### config.mk
export PLATFORM = sky130hd
export DESIGN_NAME = supervisor_watchdog_reset
export DESIGN_NICKNAME = d
export VERILOG_FILES = /design/src/rtl/supervisor_pkg.sv /design/src/rtl/debounce_if.sv /design/src/rtl/manual_debounce.sv /design/src/rtl/supervisor_watchdog_reset.sv
export SDC_FILE = /design/constraint.sdc
export NUM_CORES = 1
export LEC_CHECK = 0
export BUFFER_PORTS_ARGS = -buffer_cell sky130_fd_sc_hd__clkbuf_2
export CAP_MARGIN = 15
export CELL_PAD_IN_SITES_DETAIL_PLACEMENT = 0
export CELL_PAD_IN_SITES_GLOBAL_PLACEMENT = 1
export CORE_MARGIN = 1.5
export CORE_UTILIZATION = 43
export CTS_CLUSTER_SIZE = 14
export DETAILED_ROUTE_END_ITERATION = 6
export PLACE_DENSITY = 0.86
export SYNTH_ARGS = -nofsm -noshare
export SYNTH_HDL_FRONTEND = slang
export SYNTH_SLANG_ARGS = --single-unit
### constraint.sdc
create_clock -name core_clk -period 4.82 [get_ports core_clk]
set_input_delay 0.482 -clock core_clk [delete_from_list [all_inputs] [get_ports core_clk]]
set_output_delay 0.482 -clock core_clk [all_outputs]
set_load 0.01 [all_outputs]
### src/rtl/supervisor_pkg.sv
// Purpose: Shared constants for the supervisor watchdog and reset generator.
// Assumes: core_clk at 100 MHz; a 1 ms tick is derived from it.
// Notes: The rules below carry no tags in the logic that carries them out.
// Operation
// - Active-high reset rises on supply fault, watchdog expiry or long manual press.
// - Active-low open-drain reset pulls low under the same three causes.
// - Both resets stay asserted one full hold period after the cause ends.
// - Hold period after supply recovery lasts at least 250 ms.
// - Watchdog timeout is 150 ms grounded, 600 ms open, 1.2 s tied high.
// - Host kicks with a falling edge each period, otherwise reset is asserted.
// - Manual reset is debounced: under 1 ms ignored, 20 ms or more resets.
// - Margin select grounded picks 5 percent, tied high picks 10 percent threshold.
// - Any falling edge on the kick input, even 75 ns wide, restarts the watchdog.
`default_nettype none
package supervisor_pkg;
  localparam int CLK_PERIOD_NS = 10;
  localparam int TICK_PERIOD_NS = 1000000;
  localparam int TICK_CYCLES = (TICK_PERIOD_NS + CLK_PERIOD_NS - 1) / CLK_PERIOD_NS;
  localparam int TICK_W = 17;
  localparam int WD_W = 11;
  localparam int HOLD_W = 9;
  localparam int MR_W = 5;
  localparam int WD_GND_MS = 150;
  localparam int WD_OPEN_MS = 600;
  localparam int WD_VCC_MS = 1200;
  localparam int HOLD_MIN_MS = 250;
  // One extra tick covers the unknown phase of the first tick.
  localparam int HOLD_TICKS = HOLD_MIN_MS + 1;
  localparam int MR_IGNORE_MS = 1;
  localparam int MR_ASSERT_MS = 20;
  localparam int MR_DEBOUNCE_TICKS = 10;
  localparam logic [1:0] TSEL_GND = 2'h0;
  localparam logic [1:0] TSEL_OPEN = 2'h1;
  localparam logic [1:0] TSEL_VCC = 2'h2;
  localparam logic [7:0] CTRL_OFF = 8'h00;
  localparam logic [7:0] STATUS_OFF = 8'h04;
  localparam logic [7:0] WDCOUNT_OFF = 8'h08;
  localparam int CTRL_KICK_BIT = 0;
  localparam int STATUS_RST_BIT = 0;
  localparam int STATUS_FAULT_BIT = 1;
  localparam int STATUS_MANUAL_BIT = 2;
  localparam logic [31:0] READ_IDLE = 32'h0000_0000;
  localparam logic [1:0] RST_SYNC_INIT = 2'h0;
  typedef enum logic [1:0] {
    SUP_RUN = 2'b00,
    SUP_CAUSE = 2'b01,
    SUP_HOLD = 2'b10
  } sup_state_e;
endpackage
`default_nettype wire

### src/rtl/debounce_if.sv
// Purpose: Carries tick, synchronised manual level and pressed flag.
// Assumes: All signals belong to core_clk.
// Notes: The top drives tick and level_n; the filter answers pressed.
`default_nettype none
interface debounce_if;
  logic tick;
  logic level_n;
  logic pressed;
  modport ctl (output tick, output level_n, input pressed);
  modport deb (input tick, input level_n, output pressed);
endinterface
`default_nettype wire

### src/rtl/manual_debounce.sv
// Purpose: Filters the manual reset level into a pressed flag.
// Assumes: level_n is already synchronised; tick is a one-cycle 1 ms pulse.
// Notes: Pressed needs MR_DEBOUNCE_TICKS consecutive low ticks; a high clears it.
`default_nettype none
module manual_debounce
  import supervisor_pkg::*;
(
  input wire logic core_clk,
  input wire logic sys_rstn,
  debounce_if.deb db
);
  typedef struct packed {
    logic [MR_W-1:0] cnt;
    logic pressed;
  } deb_s;
  deb_s s;
  deb_s next_s;

  always_comb
  begin
    next_s = s;
    if (db.level_n)
    begin
      next_s = '0;
    end
    else if (db.tick && !s.pressed)
    begin
      if (s.cnt == MR_W'(MR_DEBOUNCE_TICKS - 1))
      begin
        next_s.pressed = 1'b1;
      end
      else
      begin
        next_s.cnt = s.cnt + MR_W'(1);
      end
    end
  end

  always_ff @(posedge core_clk or negedge sys_rstn)
  begin
    if (!sys_rstn)
      s <= '0;
    else
      s <= next_s;
  end

  assign db.pressed = s.pressed;
endmodule
`default_nettype wire

### src/rtl/supervisor_watchdog_reset.sv
// Purpose: Supply, watchdog and manual reset supervisor with an AHB-Lite status port.
// Assumes: Pins are asynchronous and pass two flip-flops; hready is the single slave's own.
// Notes: Reset leaves the block asserting reset for a full hold period, as on power-up.
//
// Decided for this implementation: register access over AHB-Lite and the address map.
`default_nettype none
module supervisor_watchdog_reset
  import supervisor_pkg::*;
#(
  parameter int TICK_LEN = TICK_CYCLES
)
(
  input wire logic core_clk,
  input wire logic rstn,
  input wire logic supply_fault,
  input wire logic watchdog_kick_n,
  input wire logic manual_reset_n,
  input wire logic [1:0] timeout_select,
  input wire logic supply_margin_select,
  output logic supply_threshold_sel,
  output logic rst,
  output logic rst_n_o,
  output logic rst_n_oe,
  input wire logic hsel,
  input wire logic [31:0] haddr,
  input wire logic [1:0] htrans,
  input wire logic hwrite,
  input wire logic [2:0] hsize,
  input wire logic [31:0] hwdata,
  input wire logic hready,
  output logic hreadyout,
  output logic hresp,
  output logic [31:0] hrdata
);
  typedef struct packed {
    logic [1:0] fault_sync;
    logic [2:0] kick_sync;
    logic [1:0] mr_sync;
    logic [1:0] tsel_meta;
    logic [1:0] tsel;
    logic [1:0] margin_sync;
    logic [TICK_W-1:0] tick_cnt;
    logic tick;
    logic [WD_W-1:0] wd_cnt;
    logic [HOLD_W-1:0] hold_cnt;
    sup_state_e state;
    logic rst_act;
    logic wr_pend;
    logic [7:0] addr;
    logic [31:0] rdata;
  } sup_s;

  localparam sup_s STATE_INIT = '{
    state: SUP_HOLD, rst_act: 1'b1, hold_cnt: HOLD_W'(HOLD_TICKS), default: '0};

  logic [1:0] rst_sync;
  logic sys_rstn;
  sup_s s;
  sup_s next_s;
  logic [WD_W-1:0] wd_limit;
  logic kick_edge;
  logic sw_kick;
  logic wd_expire;
  logic level_cause;
  logic addr_valid;
  debounce_if db_bus ();

  always_ff @(posedge core_clk or negedge rstn)
  begin
    if (!rstn)
      rst_sync <= RST_SYNC_INIT;
    else
      rst_sync <= {rst_sync[0], 1'b1};
  end
  assign sys_rstn = rst_sync[1];

  manual_debounce deb_u (
    .core_clk(core_clk),
    .sys_rstn(sys_rstn),
    .db(db_bus.deb)
  );
  assign db_bus.tick = s.tick;
  assign db_bus.level_n = s.mr_sync[1];

  always_comb
  begin
    unique case (s.tsel)
      TSEL_GND: wd_limit = WD_W'(WD_GND_MS);
      TSEL_VCC: wd_limit = WD_W'(WD_VCC_MS);
      default: wd_limit = WD_W'(WD_OPEN_MS);
    endcase
  end

  assign kick_edge = s.kick_sync[2] && !s.kick_sync[1];
  assign sw_kick = s.wr_pend && s.addr == CTRL_OFF && hwdata[CTRL_KICK_BIT];
  // A count left above a newly shortened limit must still expire, not wrap around.
  assign wd_expire = s.tick && (s.wd_cnt + WD_W'(1) >= wd_limit);
  assign level_cause = s.fault_sync[1] || db_bus.pressed;
  assign addr_valid = hsel && htrans[1] && hready;

  always_comb
  begin
    next_s = s;
    next_s.fault_sync = {s.fault_sync[0], supply_fault};
    next_s.kick_sync = {s.kick_sync[1:0], watchdog_kick_n};
    next_s.mr_sync = {s.mr_sync[0], manual_reset_n};
    next_s.tsel_meta = timeout_select;
    next_s.tsel = s.tsel_meta;
    next_s.margin_sync = {s.margin_sync[0], supply_margin_select};
    next_s.tick = s.tick_cnt == TICK_W'(TICK_LEN - 1);
    next_s.tick_cnt = next_s.tick ? '0 : s.tick_cnt + TICK_W'(1);
    unique case (s.state)
      SUP_RUN:
      begin
        if (level_cause || wd_expire)
        begin
          next_s.state = SUP_CAUSE;
          next_s.wd_cnt = '0;
        end
        else if (kick_edge || sw_kick)
          next_s.wd_cnt = '0;
        else if (s.tick)
          next_s.wd_cnt = s.wd_cnt + WD_W'(1);
      end
      SUP_CAUSE:
      begin
        next_s.wd_cnt = '0;
        next_s.hold_cnt = HOLD_W'(HOLD_TICKS);
        if (!level_cause)
          next_s.state = SUP_HOLD;
      end
      SUP_HOLD:
      begin
        next_s.wd_cnt = '0;
        if (level_cause)
          next_s.state = SUP_CAUSE;
        else if (s.tick)
        begin
          if (s.hold_cnt == HOLD_W'(1))
            next_s.state = SUP_RUN;
          else
            next_s.hold_cnt = s.hold_cnt - HOLD_W'(1);
        end
      end
      default: next_s.state = SUP_HOLD;
    endcase
    next_s.rst_act = next_s.state != SUP_RUN;
    next_s.wr_pend = addr_valid && hwrite;
    if (addr_valid)
      next_s.addr = haddr[7:0];
    if (addr_valid && !hwrite)
    begin
      next_s.rdata = READ_IDLE;
      if (haddr[7:0] == STATUS_OFF)
      begin
        next_s.rdata[STATUS_RST_BIT] = s.rst_act;
        next_s.rdata[STATUS_FAULT_BIT] = s.fault_sync[1];
        next_s.rdata[STATUS_MANUAL_BIT] = db_bus.pressed;
      end
      else if (haddr[7:0] == WDCOUNT_OFF)
        next_s.rdata[WD_W-1:0] = s.wd_cnt;
    end
  end

  always_ff @(posedge core_clk or negedge sys_rstn)
  begin
    if (!sys_rstn)
      s <= STATE_INIT;
    else
      s <= next_s;
  end

  assign rst = s.rst_act;
  assign rst_n_o = 1'b0;
  assign rst_n_oe = s.rst_act;
  assign supply_threshold_sel = s.margin_sync[1];
  assign hreadyout = 1'b1;
  assign hresp = 1'b0;
  assign hrdata = s.rdata;

  logic [31:0] hold_span;
  always_ff @(posedge core_clk or negedge sys_rstn)
  begin
    if (!sys_rstn)
      hold_span <= '0;
    else if (s.state != SUP_HOLD)
      hold_span <= '0;
    else if (s.tick)
      hold_span <= hold_span + 32'h1;
  end
endmodule
`default_nettype wire

Word level (Yosys, flattened, before mapping)
Cells that the tools add are included.
{ "word_totals": {"ramBits": 0, "mem_count": 0, "latch_bits": 0, "word_cells": 86, "rom_bits": 0, "in_bits": 80, "output_inout_bits": 38, "reg_bits": 82} }
{ "classes": {"div_mod_pow": 0, "reduce_logical": 28, "magnitude_cmp": 1, "muxes": 22, "addsub": 4, "n_shift": 0, "bitwise_logic": 0, "mul": 0, "n_eq_ne": 13} }
{ "ops": {"columns": ["operator", "n"], "rows": [
  ["$mux W11", 5],
  ["$pmux W11 S2", 2],
  ["$mux W9", 2],
  ["$pmux W9 S2", 1],
  ["$add A17 B1 Y17 const B", 1],
  ["$eq A17 B17 Y1 const B", 1],
  ["$mux W17", 1],
  ["$mux W6", 2],
  ["$add A11 B1 Y11 const B", 1],
  ["$ge A11 B11 Y1", 1],
  ["$reduce_bool A2 Y1", 5],
  ["$eq A9 B1 Y1 const B", 1],
  ["$logic_and A1 B1 Y1", 9],
  ["$sub A9 B1 Y9 const B", 1],
  ["$eq A8 B3 Y1 const B", 1],
  ["$eq A8 B4 Y1 const B", 1],
  ["$logic_not A8 Y1", 1],
  ["$mux W2", 4],
  ["$mux W8", 1],
  ["$ne A2 B2 Y1 const B", 4],
  ["$pmux W2 S3", 1],
  ["$reduce_and A2 Y1", 3],
  ["$add A5 B1 Y5 const B", 1],
  ["$eq A5 B4 Y1 const B", 1],
  ["11 further kinds", 17]
]} }

Longest topological paths before layout
Gate-level depths: netlist of the first run.
{ "logic_depth": {"ltp_word": 8, "ltp_mapped": 13, "depth_no_buf": 12} }

Modules after synthesis
From an unflattened synthesis of the first run, not the netlist that was laid out.
{ "unflattened": {"hier_cells": 396, "area_unflattened_um2": 4250.3} }
{ "modules_own_cells": {"columns": ["module", "cells_per_inst", "seq_area_each_um2", "n_inst", "area_each_um2"], "rows": [
  ["supervisor_watchdog_reset", 364, 1913.1, 1, 3927.5],
  ["manual_debounce", 32, 150.1, 1, 322.8]
]} }

Least setup slack after synthesis of the first run
Ideal clock, no wire load.
{ "synth_timing": {"path_type": "register to register", "from": "register s[55] (netlist bit)", "to": "register s[53] (netlist bit)", "slack_ns": 2.067, "stages_incl_launch_ff": 14, "n_path_buf": 1, "required_time_ns": 4.746, "arrival_ns": 2.679, "path_cell_list": "dfrtp_1 -> buf_2 -> and3_1 -> nand3_1 -> nor2_1 -> xnor2_1 -> inv_1 -> ha_1 -> nand2_1 -> nor2_1 -> a2111oi_4 -> o32ai_4 -> or3_1 -> o21ai_2"} }
{ "synth_via": {"elab_chain_len": 6} }
{ "synth_rtl": {"columns": ["element", "line_no", "source"], "rows": [
  ["start, declared", "supervisor_watchdog_reset.sv:58", "sup_s s;"],
  ["start signal, assigned", "supervisor_watchdog_reset.sv:170", "s <= next_s;"],
  ["$add A11 B1 Y11 (*)", "supervisor_watchdog_reset.sv:97", "assign wd_expire = s.tick && (s.wd_cnt + WD_W'(1) >= wd_limit);"],
  ["$ge A11 B11 Y1 (*)", "supervisor_watchdog_reset.sv:97", null],
  ["$logic_and A1 B1 Y1 (*)", "supervisor_watchdog_reset.sv:97", null],
  ["$logic_or A1 B1 Y1 (*)", "supervisor_watchdog_reset.sv:115", "if (level_cause || wd_expire)"],
  ["$ne A4 B4 Y1 (no source line) or $mux W11 (tied branches)", null, null],
  ["$reduce_and A2 Y1 (no source line) or $pmux W11 S2 (tied branches)", null, null]
]} }
Every way passes the cells marked *; elsewhere a longest branch is shown, timed or not.
A chain may end at the register's enable or synchronous reset.

Worst setup path in the final report of the first run
{ "layout_timing": {"from": "register s[55] (netlist bit)", "to": "register s[54] (netlist bit)"} }
Same word-level chain as after synthesis.

==> results.tsv, run 1 <==
metric	value	unit
hold_violations	0	
p_seq_share	50.7	%
p_per_area	338.2	nW/µm²
clkPwrFrac	33.6	%
clk_latency	360	ps
syn2layout_area_growth	7.865	%
drt-vias-per-instance	5.133	
synth.distinct_cells	56	
setup_viol	0	
crit_fanout	9	
yosys_warnings	0	
endpoint_kind	register	
diodes	0	
max_cap_viol_count	0	
finalPower	0.001567	W
dr.pass1.iters	4	
worstMarginPinSlew	1059	ps
coreArea	9729	µm²
grt_start_max_net_pins	81	
crit_required	5090	ps
gp_congestion	0.8036	
fp.dieH	102.9	µm
vias	2941	
cts_resized	0	
p_leak	2.158	nW
clockRootBuffer	clkbuf_8	
use_met2	24.95	%
numCtsBuffers	9	
drv_slew	0	
cts_sinks	82	
antenna_found_initial	0	
drive_gt1_share	19.09	%
clockBufferDepth	2	
grt_pass1_vias	2772	
num_io_pins	118	
outcome	complete, no violations	
cp-start-kind	register	
dp_hpwl	5284	µm
final.period_utilization	64.98	%
cp.arrival	3400	ps
critPathKind	register to register	
ys_ff_latch	82	
htree_levels	3	
grtUsageTotal	15.82	%
skew	9.627	ps
synthFlopType	dfrtp_1	
drt-initial-drc-count	129	
synthCells	411	
grt_first_pass_wirelength	13030	µm
initial_core_util	44.15	%
grt_use_met3	3.322	%
grt_util_met1	21.44	%
clock.fmax	319.3	MHz
p_switching	0.0004611	W
die_w	102.9	µm
synth_edf_count	0	
rsz0062_at_grt	false	
hold_path_class	primary input to register	
gr-total-overflow	0	
avgSynthCellArea	10.45	µm²
port-buffer-count	34	
drtAntennaViolNets	0	
cts_tree	done	
path_clk_slew	90	ps
switching_share	29.43	%
syn_area	4295	µm²
wl_per_cell	13.42	µm
peakVddDrop	0.1572	mV
p_comb_share	15.7	%
num_rows	36	
drcViolationCount	0	
finalSetupTns	0	ps
final_nets	533	
finalCriticalPeriod	3132	ps
fp.dieArea	10600	µm²
routed_wl	7690	µm
top_usage_layer	met2	
slew_headroom	29.40	%
intPower	0.001106	W
ys_seq_area_share	48.03	%
synthArstFlopShare	100.0	%
-- registers in the layout (all words and copies together), names as in the netlist --
register / flops
db_bus.level_n: 1
db_bus.tick: 1
deb_u.db.pressed: 1
deb_u.s: 5
hrdata: 11
next_s: 7
rst: 1
rst_sync: 2
s: 52
supply_threshold_sel: 1
-- critical path, cell delays in order (launching register included) --
cell	delay, ps
dfrtp_1	530
and3_1	250
nand3_1	190
nor2_1	180
xnor2_1	230
inv_1	90
ha_1	300
nand2_1	70
nor2_1	60
a2111oi_4	400
o32ai_4	220
or2_4	350
o31ai_4	170
-- stage by stage --
stage	hold WS (ps)	instance area (µm²)	worst slack, ps	utilization (%)	instances
3_3_place_gp	267.3	4410	1758	45.33	556
6_report	227.7	4633	1688	47.62	573
5_1_grt	203.6	4633	1406	47.62	573
4_1_cts	212.1	4633	1674	47.62	573
3_5_place_dp	271.1	4410	1721	45.33	556
2_1_floorplan	186.4	4382	2067	-	434
-- area by class of cell --
type | instances | area, µm²
Sequential cell | 82 | 2067
Inverter | 16 | 60.06
Fill cell | 926 | 5096
Multi-Input combinational cell | 290 | 1939
Tap cell | 133 | 166.4
Clock inverter | 5 | 61.31
Timing Repair Buffer | 36 | 187.7
Clock buffer | 11 | 151.4
-- repair_timing --
item / in CTS / in global routing
hold endpoints to repair: 2 / 0
hold buffers: 1 / 0
setup buffers: 0 / 0
-- cell families after synthesis --
family                     count (synthesis)  synth area share [%]
AOI/OAI and AO/OA                         65                 11.86
buffers and inverters                     62                 8.826
DFF                                       82                 48.03
other                                      2                0.1748
xor gates and xnor gates                  26                 5.302
muxes                                     10                 2.593
and+or+nand+nor                          146                 17.97
adders and majority gates                 18                 5.243
-- power groups by stage --
stage / logic, W / clock network, W / registers [W]
CTS: 0.000246 / 0.000541 / 0.000795
global placement: 0.000240 / 0 / 0.000804
detailed placement: 0.000245 / 0 / 0.000808
finish: 0.000246 / 0.000526 / 0.000794
floorplan: 0.000213 / 0 / 0.000792
global route: 0.000278 / 0.000572 / 0.000804
-- routing by layer --
metal  vias to the layer above  share of wire, %  wire [µm]
met4                         0               1.5        114
met5                         -                 0          0
met3                        10               3.0        230
met2                        53                46       3508
met1                      1446                50       3836
li1                       1432                 -          -
-- worst paths after layout --
| kind | from | to | slack (ps) | depth (start not counted) |
|---|---|---|---|---|
| max | s[55] | s[54] | 1690 | 12 |
| min | supply_margin_select | next_s[83] | 230 | 1 |
| max reg2reg | s[55] | s[54] | 1690 | 12 |
| min reg2reg | next_s[85] | s[85] | 350 | 0 |
| max in group asynchronous | rst_sync[1] | hrdata[2] | 3660 | 0 |
| min in group asynchronous | rstn | rst_sync[1] | 440 | 2 |
-- synthesized netlist by cell type (2+ instances only) --
library cell  instances  area [µm²]
clkbuf_1              5       18.77
dfstp_2               9       236.5
a21o_1                4       30.03
nor4b_1               3       26.28
dfrtp_1              73        1827
o21ai_1               4       20.02
buf_4                38       285.3
or2_2                 3       18.77
nand3_2               2       20.02
a211oi_1              4       30.03
buf_2                 3       15.01
nor2b_1               2       12.51
a21oi_1              17       85.08
a22o_1                9       78.83
inv_1                16       60.06
a222oi_1              3       30.03
nor3_1                5       25.02
a221oi_1              2       17.52
o31ai_4               2       42.54
nand3_1              20       100.1
xor2_1               17       148.9
or3_1                 7       43.79
ha_1                 18       225.2
o21ai_0               8       40.04
and3_1                3       18.77
conb_1                2       7.510
nor2_1               30       112.6
nand3b_1              2       15.01
nand4_1               9       56.30
nor4_1                3       18.77
mux2_2                9       101.4
o31a_1                2       17.52
nand2b_1              9       56.30
or4_1                 3       22.52
nor3b_1               3       22.52
xnor2_1               9       78.83
nand2_1              34       127.6
-- cell usage in the layout (no fill, tap or decap), drive strengths merged, types with 2 or more instances in the layout --
cell      count
dfrtp        73
clkbuf       45
nand2        34
nor2         30
conb         25
nand3        22
ha           18
xor2         17
a21oi        17
inv          17
o21ai        13
nand4        10
xnor2         9
a22o          9
nand2b        9
mux2          9
dfstp         9
or3           7
nor3          6
a211oi        4
a21o          4
or2           4
and3          3
nor4          3
nor4b         3
or4           3
nor3b         3
a222oi        3
clkinvlp      3
o31ai         3
nand3b        2
o31a          2
nor2b         2
a221oi        2
Note: power is estimated with default switching activity, not from simulation.
==> inputs of run 2 (changes only) <==
--- a/config.mk
+++ b/config.mk
@@ -5,15 +5,16 @@
 export SDC_FILE = /design/constraint.sdc
 export NUM_CORES = 1
 export LEC_CHECK = 0
+export ABC_AREA = 1
 export BUFFER_PORTS_ARGS = -buffer_cell sky130_fd_sc_hd__clkbuf_2
 export CAP_MARGIN = 15
 export CELL_PAD_IN_SITES_DETAIL_PLACEMENT = 0
 export CELL_PAD_IN_SITES_GLOBAL_PLACEMENT = 1
 export CORE_MARGIN = 1.5
-export CORE_UTILIZATION = 43
+export CORE_UTILIZATION = 39
 export CTS_CLUSTER_SIZE = 14
 export DETAILED_ROUTE_END_ITERATION = 6
-export PLACE_DENSITY = 0.86
+export PLACE_DENSITY = 0.81
 export SYNTH_ARGS = -nofsm -noshare
 export SYNTH_HDL_FRONTEND = slang
 export SYNTH_SLANG_ARGS = --single-unit
==> constraint.sdc (replaced) <==
create_clock -name core_clk -period 2.9 [get_ports core_clk]
set_input_delay 0.29 -clock core_clk [delete_from_list [all_inputs] [get_ports core_clk]]
set_output_delay 0.29 -clock core_clk [all_outputs]
set_load 0.01 [all_outputs]
==> results.tsv, run 2 <==
metric	value	unit
finalCriticalPeriod	2659	ps
skew	8.287	ps
drtAntennaViolNets	0	
synth_most_common_cell	nand2_1	
drive_gt1_share	16.78	%
gr-total-overflow	0	
cts_tree	done	
clk_latency	340	ps
largest_reg_flops	52	
final.period_utilization	91.70	%
pre_cts_ws	168.3	ps
vias	3526	
cp-start-kind	register	
synth.distinct_cells	44	
place_area	4741	µm²
num_io_pins	118	
yosysTopAreaCell	dfrtp_1	
drt-initial-drc-count	171	
fp.dieArea	12330	µm²
wl_per_cell	11.71	µm
placedCellCount	713	
gp_congestion	0.8228	
ys_ff_latch	82	
clockBufferDepth	2	
coreArea	11420	µm²
endpoint_kind	register	
drcViolationCount	0	
regMostFlops	s	
dp_hpwl	6271	µm
yosys-top-cells-count	nand2_1 (94), inv_1 (77), dfrtp_1 (73)	
max_cap_viol_count	0	
routed-wl-met2	4099	µm
synthArstFlopShare	100.0	%
setup_viol	0	
clkPwrFrac	41.5	%
cp.arrival	2940	ps
avgSynthCellArea	8.274	µm²
wl_met1	4003	µm
syn_area	4551	µm²
slew_headroom	31.90	%
p_comb_share	16.8	%
synth_edf_count	0	
fill_cells	1114	
numCtsBuffers	9	
die_w	111.0	µm
stdcell_area	5154	µm²
worstMarginPinSlew	1021	ps
synthTopCellsByArea	dfrtp_1 (40%), nand2_1 (7.8%), inv_1 (6.4%), buf_4 (6.3%), dfstp_2 (5.2%)	
crit_fanout	10	
drv_slew	0	
yosysTopAreaCellShare	40.14	%
layout_commonest_cell	nand2_1	
stdcell_count	733	
grt_pass1_vias	3265	
whs	45.22	ps
port-buffer-count	34	
hold_violations	0	
multi_input_area	1976	µm²
p_leak	2.672	nW
outcome	complete, no violations	
cts_sinks	82	
syn2layout_area_growth	13.25	%
drt-vias-per-instance	4.810	
switching_share	27.81	%
routed.top_layer	met4	
critPathKind	register to register	
intPower	0.002259	W
grtUsageTotal	15.04	%
p_switching	0.0008702	W
yosys_warnings	0	
finalSetupTns	0	ps
htree_levels	3	
grt_first_pass_wirelength	15100	µm
ys_seq_area_share	45.34	%
met3_length	382	µm
peakVddDrop	0.3963	mV
routed_wl	8586	µm
diodes	0	
clock.fmax	376.0	MHz
final_cell_mix	nand2_1 (94), inv_1 (77), dfrtp_1 (71)	
clockRootBuffer	clkbuf_16	
p_per_area	607.1	nW/µm²
antenna_found_initial	0	
crit_required	3180	ps
fp.dieH	111.0	µm
synthFlopType	dfrtp_1	
initial_core_util	39.85	%
dr.pass1.iters	5	
path_clk_slew	60	ps
setup_slack	240.8	ps
seq_area	2068	µm²
hold_path_class	primary input to register	
grt_start_max_net_pins	81	
final_nets	683	
p_seq_share	41.7	%
synthCells	550	
num_rows	39	
run 2: changes by cell type in the layout (fill, tap and decap cells not counted), sizes merged, moves of 12 or more:
cell / before / now
nand2: 34 / 98
nand3: 22 / 43
buf: 1 / 13
nor2: 30 / 58
o21ai: 13 / 37
inv: 17 / 78
run 2: worst max-delay path, cell delays in order, from the launching register on:
cell	delay, ps
dfrtp_2	400
ha_2	200
nand3_2	120
nor2_4	130
nand3_2	100
xor2_2	220
inv_1	70
ha_1	290
nand2_1	70
inv_1	50
nand2_1	50
nor2_1	50
nand2_1	70
nand3_2	110
nand2_4	100
buf_4	170
nand3_1	120
nor2_1	110
nand3_1	80
nand2_1	80
run 2: power groups by stage:
stage / registers, W / logic [W] / clock network (W)
2_1_floorplan: 0.00131 / 0.000417 / 0
3_3_place_gp: 0.00132 / 0.000494 / 0
3_5_place_dp: 0.00133 / 0.000507 / 0
4_1_cts: 0.00131 / 0.000510 / 0.00134
5_1_grt: 0.00132 / 0.000596 / 0.00140
6_report: 0.00130 / 0.000525 / 0.00130
run 2: area by class of cell:
cell class	instances	area share, %
timing repair buffer	48	5.632
inverter	79	5.754
clock inverter	6	2.234
tap	143	3.472
sequential	82	40.13
multi-input combinational	365	38.33
clock buffer	10	4.443
run 2: logic make-up (layout without fill, tap and decap cells):
kind of cell | after synthesis | count (layout) | share of synthesized area [%]
AOI/OAI and AO/OA | 74 | 74 | 9.018
xor gates and xnor gates | 10 | 10 | 1.925
adders and majority gates | 18 | 18 | 4.949
buffers and inverters | 126 | 143 | 13.91
DFF | 82 | 82 | 45.34
muxes | 1 | 1 | 0.2200
other | 2 | 25 | 0.1650
and+or+nand+nor | 237 | 237 | 24.47
run 2: path summary, 6_finish.rpt:
path / startpoint / slack, ps / endpoint / cells after the start
min in group asynchronous: rstn / 260 / rst_sync[1] / 2
min: manual_reset_n / 50 / next_s[89] / 1
min reg2reg: next_s[84] / 350 / s[84] / 0
max in group asynchronous: rst_sync[1] / 1690 / s[53] / 0
max: s[53] / 240 / s[62] / 19
max reg2reg: s[53] / 240 / s[62] / 19
run 2: repair_timing:
item                                   CTS  global route
hold buffers                             1             0
setup buffers                            0             3
setup endpoints to repair                0            11
endpoints found under the hold margin    2             0
resized for setup                        0             8
run 2: routing by layer:
| metal | global-route usage, % | vias up |
|---|---|---|
| li1 | - | 1790 |
| met1 | 19.47 | 1663 |
| met2 | 24.20 | 61 |
| met3 | 4.811 | 12 |
| met4 | 4.473 | 0 |
| met5 | 0 | - |
run 2: stage by stage:
step           total power, W  utilization (%)
2_1_floorplan        0.001723                -
3_3_place_gp         0.001816            41.52
3_5_place_dp         0.001834            41.52
4_1_cts              0.003160            44.62
5_1_grt              0.003310            45.13
6_report             0.003129            45.13
==> inputs of run 3 (changes only) <==
--- a/config.mk
+++ b/config.mk
@@ -8,13 +8,11 @@
 export ABC_AREA = 1
 export BUFFER_PORTS_ARGS = -buffer_cell sky130_fd_sc_hd__clkbuf_2
 export CAP_MARGIN = 15
-export CELL_PAD_IN_SITES_DETAIL_PLACEMENT = 0
-export CELL_PAD_IN_SITES_GLOBAL_PLACEMENT = 1
 export CORE_MARGIN = 1.5
-export CORE_UTILIZATION = 39
+export CORE_UTILIZATION = 50
 export CTS_CLUSTER_SIZE = 14
 export DETAILED_ROUTE_END_ITERATION = 6
-export PLACE_DENSITY = 0.81
+export PLACE_DENSITY = 0.77
 export SYNTH_ARGS = -nofsm -noshare
 export SYNTH_HDL_FRONTEND = slang
 export SYNTH_SLANG_ARGS = --single-unit
==> results.tsv, run 3 (synthesis gave the netlist of run 2 again) <==
metric	value	unit
hold_violations	0	
gp_congestion	0.8357	
antenna_found_initial	0	
syn2layout_area_growth	8.276	%
cp.arrival	3010	ps
port-buffer-count	34	
initial_core_util	51.93	%
regMostFlops	s	
p_leak	2.588	nW
routed_wl	8382	µm
dp_hpwl	6017	µm
worstMarginPinSlew	994.6	ps
cts_tree	done	
grt_start_max_net_pins	81	
multi_input_area	1968	µm²
clockRootBuffer	clkbuf_8	
finalSetupTns	0	ps
p_per_area	534.7	nW/µm²
numCtsBuffers	9	
drtAntennaViolNets	0	
grtUsageTotal	17.91	%
die_w	98.40	µm
setup_viol	0	
placedCellCount	673	
crit_fanout	12	
critPathKind	register to register	
grt_first_pass_wirelength	14210	µm
slew_headroom	33.69	%
fp.dieH	98.40	µm
final_nets	680	
final_cell_mix	nand2_1 (94), inv_1 (77), dfrtp_1 (71)	
vias	3509	
outcome	complete, no violations	
gr-total-overflow	0	
grt_use_met3	4.080	%
grt_util_met1	22.45	%
stdcell_area	4927	µm²
htree_levels	3	
largest_reg_flops	52	
top_usage_layer	met2	
clockBufferDepth	2	
finalCriticalPeriod	2717	ps
coreArea	8763	µm²
num_rows	34	
setup_slack	182.7	ps
cp-start-kind	register	
pre_cts_ws	66.88	ps
crit_required	3190	ps
diodes	0	
path_clk_slew	80	ps
cts_sinks	82	
use_met2	30.19	%
wl_per_cell	12.06	µm
layout_commonest_cell	nand2_1	
drt-vias-per-instance	5.049	
drcViolationCount	0	
peakVddDrop	0.3730	mV
fill_cells	765	
drive_gt1_share	16.35	%
seq_area	2068	µm²
max_cap_viol_count	0	
final.period_utilization	93.70	%
stdcell_count	695	
hold_path_class	primary input to register	
dr.pass1.iters	5	
num_io_pins	118	
skew	4.673	ps
drv_slew	0	
clk_latency	360	ps
grt_pass1_vias	3356	
place_area	4647	µm²
endpoint_kind	register	
whs	33.77	ps
fp.dieArea	9683	µm²
drt-initial-drc-count	163	
clock.fmax	368.0	MHz
==> run 3: cell count changes in the layout (fill, tap and decap cells not counted), moves of 2 or more <==
cell       change
bufinv_16      -2
inv_6          +2
clkbuf_8       +9
clkbuf_16      -9
buf_4          -3
==> run 3: worst paths after layout <==
path / start / endpoint / slack (ps) / cells after the start
max reg2reg: s[53] / s[53] / 180 / 18
min in group asynchronous: rstn / rst_sync[1] / 240 / 2
min reg2reg: next_s[85] / s[85] / 350 / 0
max in group asynchronous: rst_sync[1] / s[53] / 1700 / 0
max: s[53] / s[53] / 180 / 18
min: supply_fault / next_s[94] / 30 / 1
==> run 3: area by class of cell <==
cell class | count | area share [%]
Clock buffer | 9 | 2.514
Clock inverter | 7 | 1.549
Sequential cell | 82 | 41.98
Multi-Input combinational cell | 365 | 39.94
Inverter | 79 | 6.018
Timing Repair Buffer | 45 | 5.256
Tap cell | 108 | 2.743
==> run 3: per-layer routing <==
metal | up-vias | share of wire [%] | routed length, µm
met5 | - | 0 | 0
li1 | 1782 | - | -
met4 | 0 | 2.0 | 165
met3 | 20 | 5.5 | 465
met2 | 106 | 48 | 4058
met1 | 1601 | 44 | 3693
==> run 3: report_power, final <==
part	internal, W	switching [W]	total [W]
Combinational	0.000170	0.000332	0.000502
Clock	0.000403	0.000430	0.000833
Sequential	0.00123	0.0000740	0.00130
Total	0.00180	0.000836	0.00263
==> run 3: critical path, cell delays in order, from the launching register on <==
cell     delay (ps)
dfrtp_2         420
ha_2            240
nand3_2         120
nor2_4          130
nand3_2         110
xor2_2          240
inv_1            70
ha_1            290
nand2_1          80
inv_1            50
nand2_1          50
nor2_1           40
nand2_1          70
nand3_2         120
nand2_4         100
nand4_4         180
nand2_4         200
nand2_1          70
nand2_1          70
==> run 3: what timing repair did <==
| item | in CTS | in global routing |
|---|---|---|
| endpoints found under the hold margin | 2 | 0 |
| gates resized for setup | 0 | 8 |
| setup buffers | 0 | 5 |
| hold buffers | 1 | 0 |
| endpoints found under the setup margin | 0 | 14 |
==> run 3: metrics by stage <==
step / power [W] / utilization (%)
floorplan: 0.001723 / -
global placement: 0.001771 / 53.03
detailed placement: 0.001792 / 53.03
CTS: 0.002628 / 55.43
global route: 0.002780 / 56.23
finish: 0.002635 / 56.23
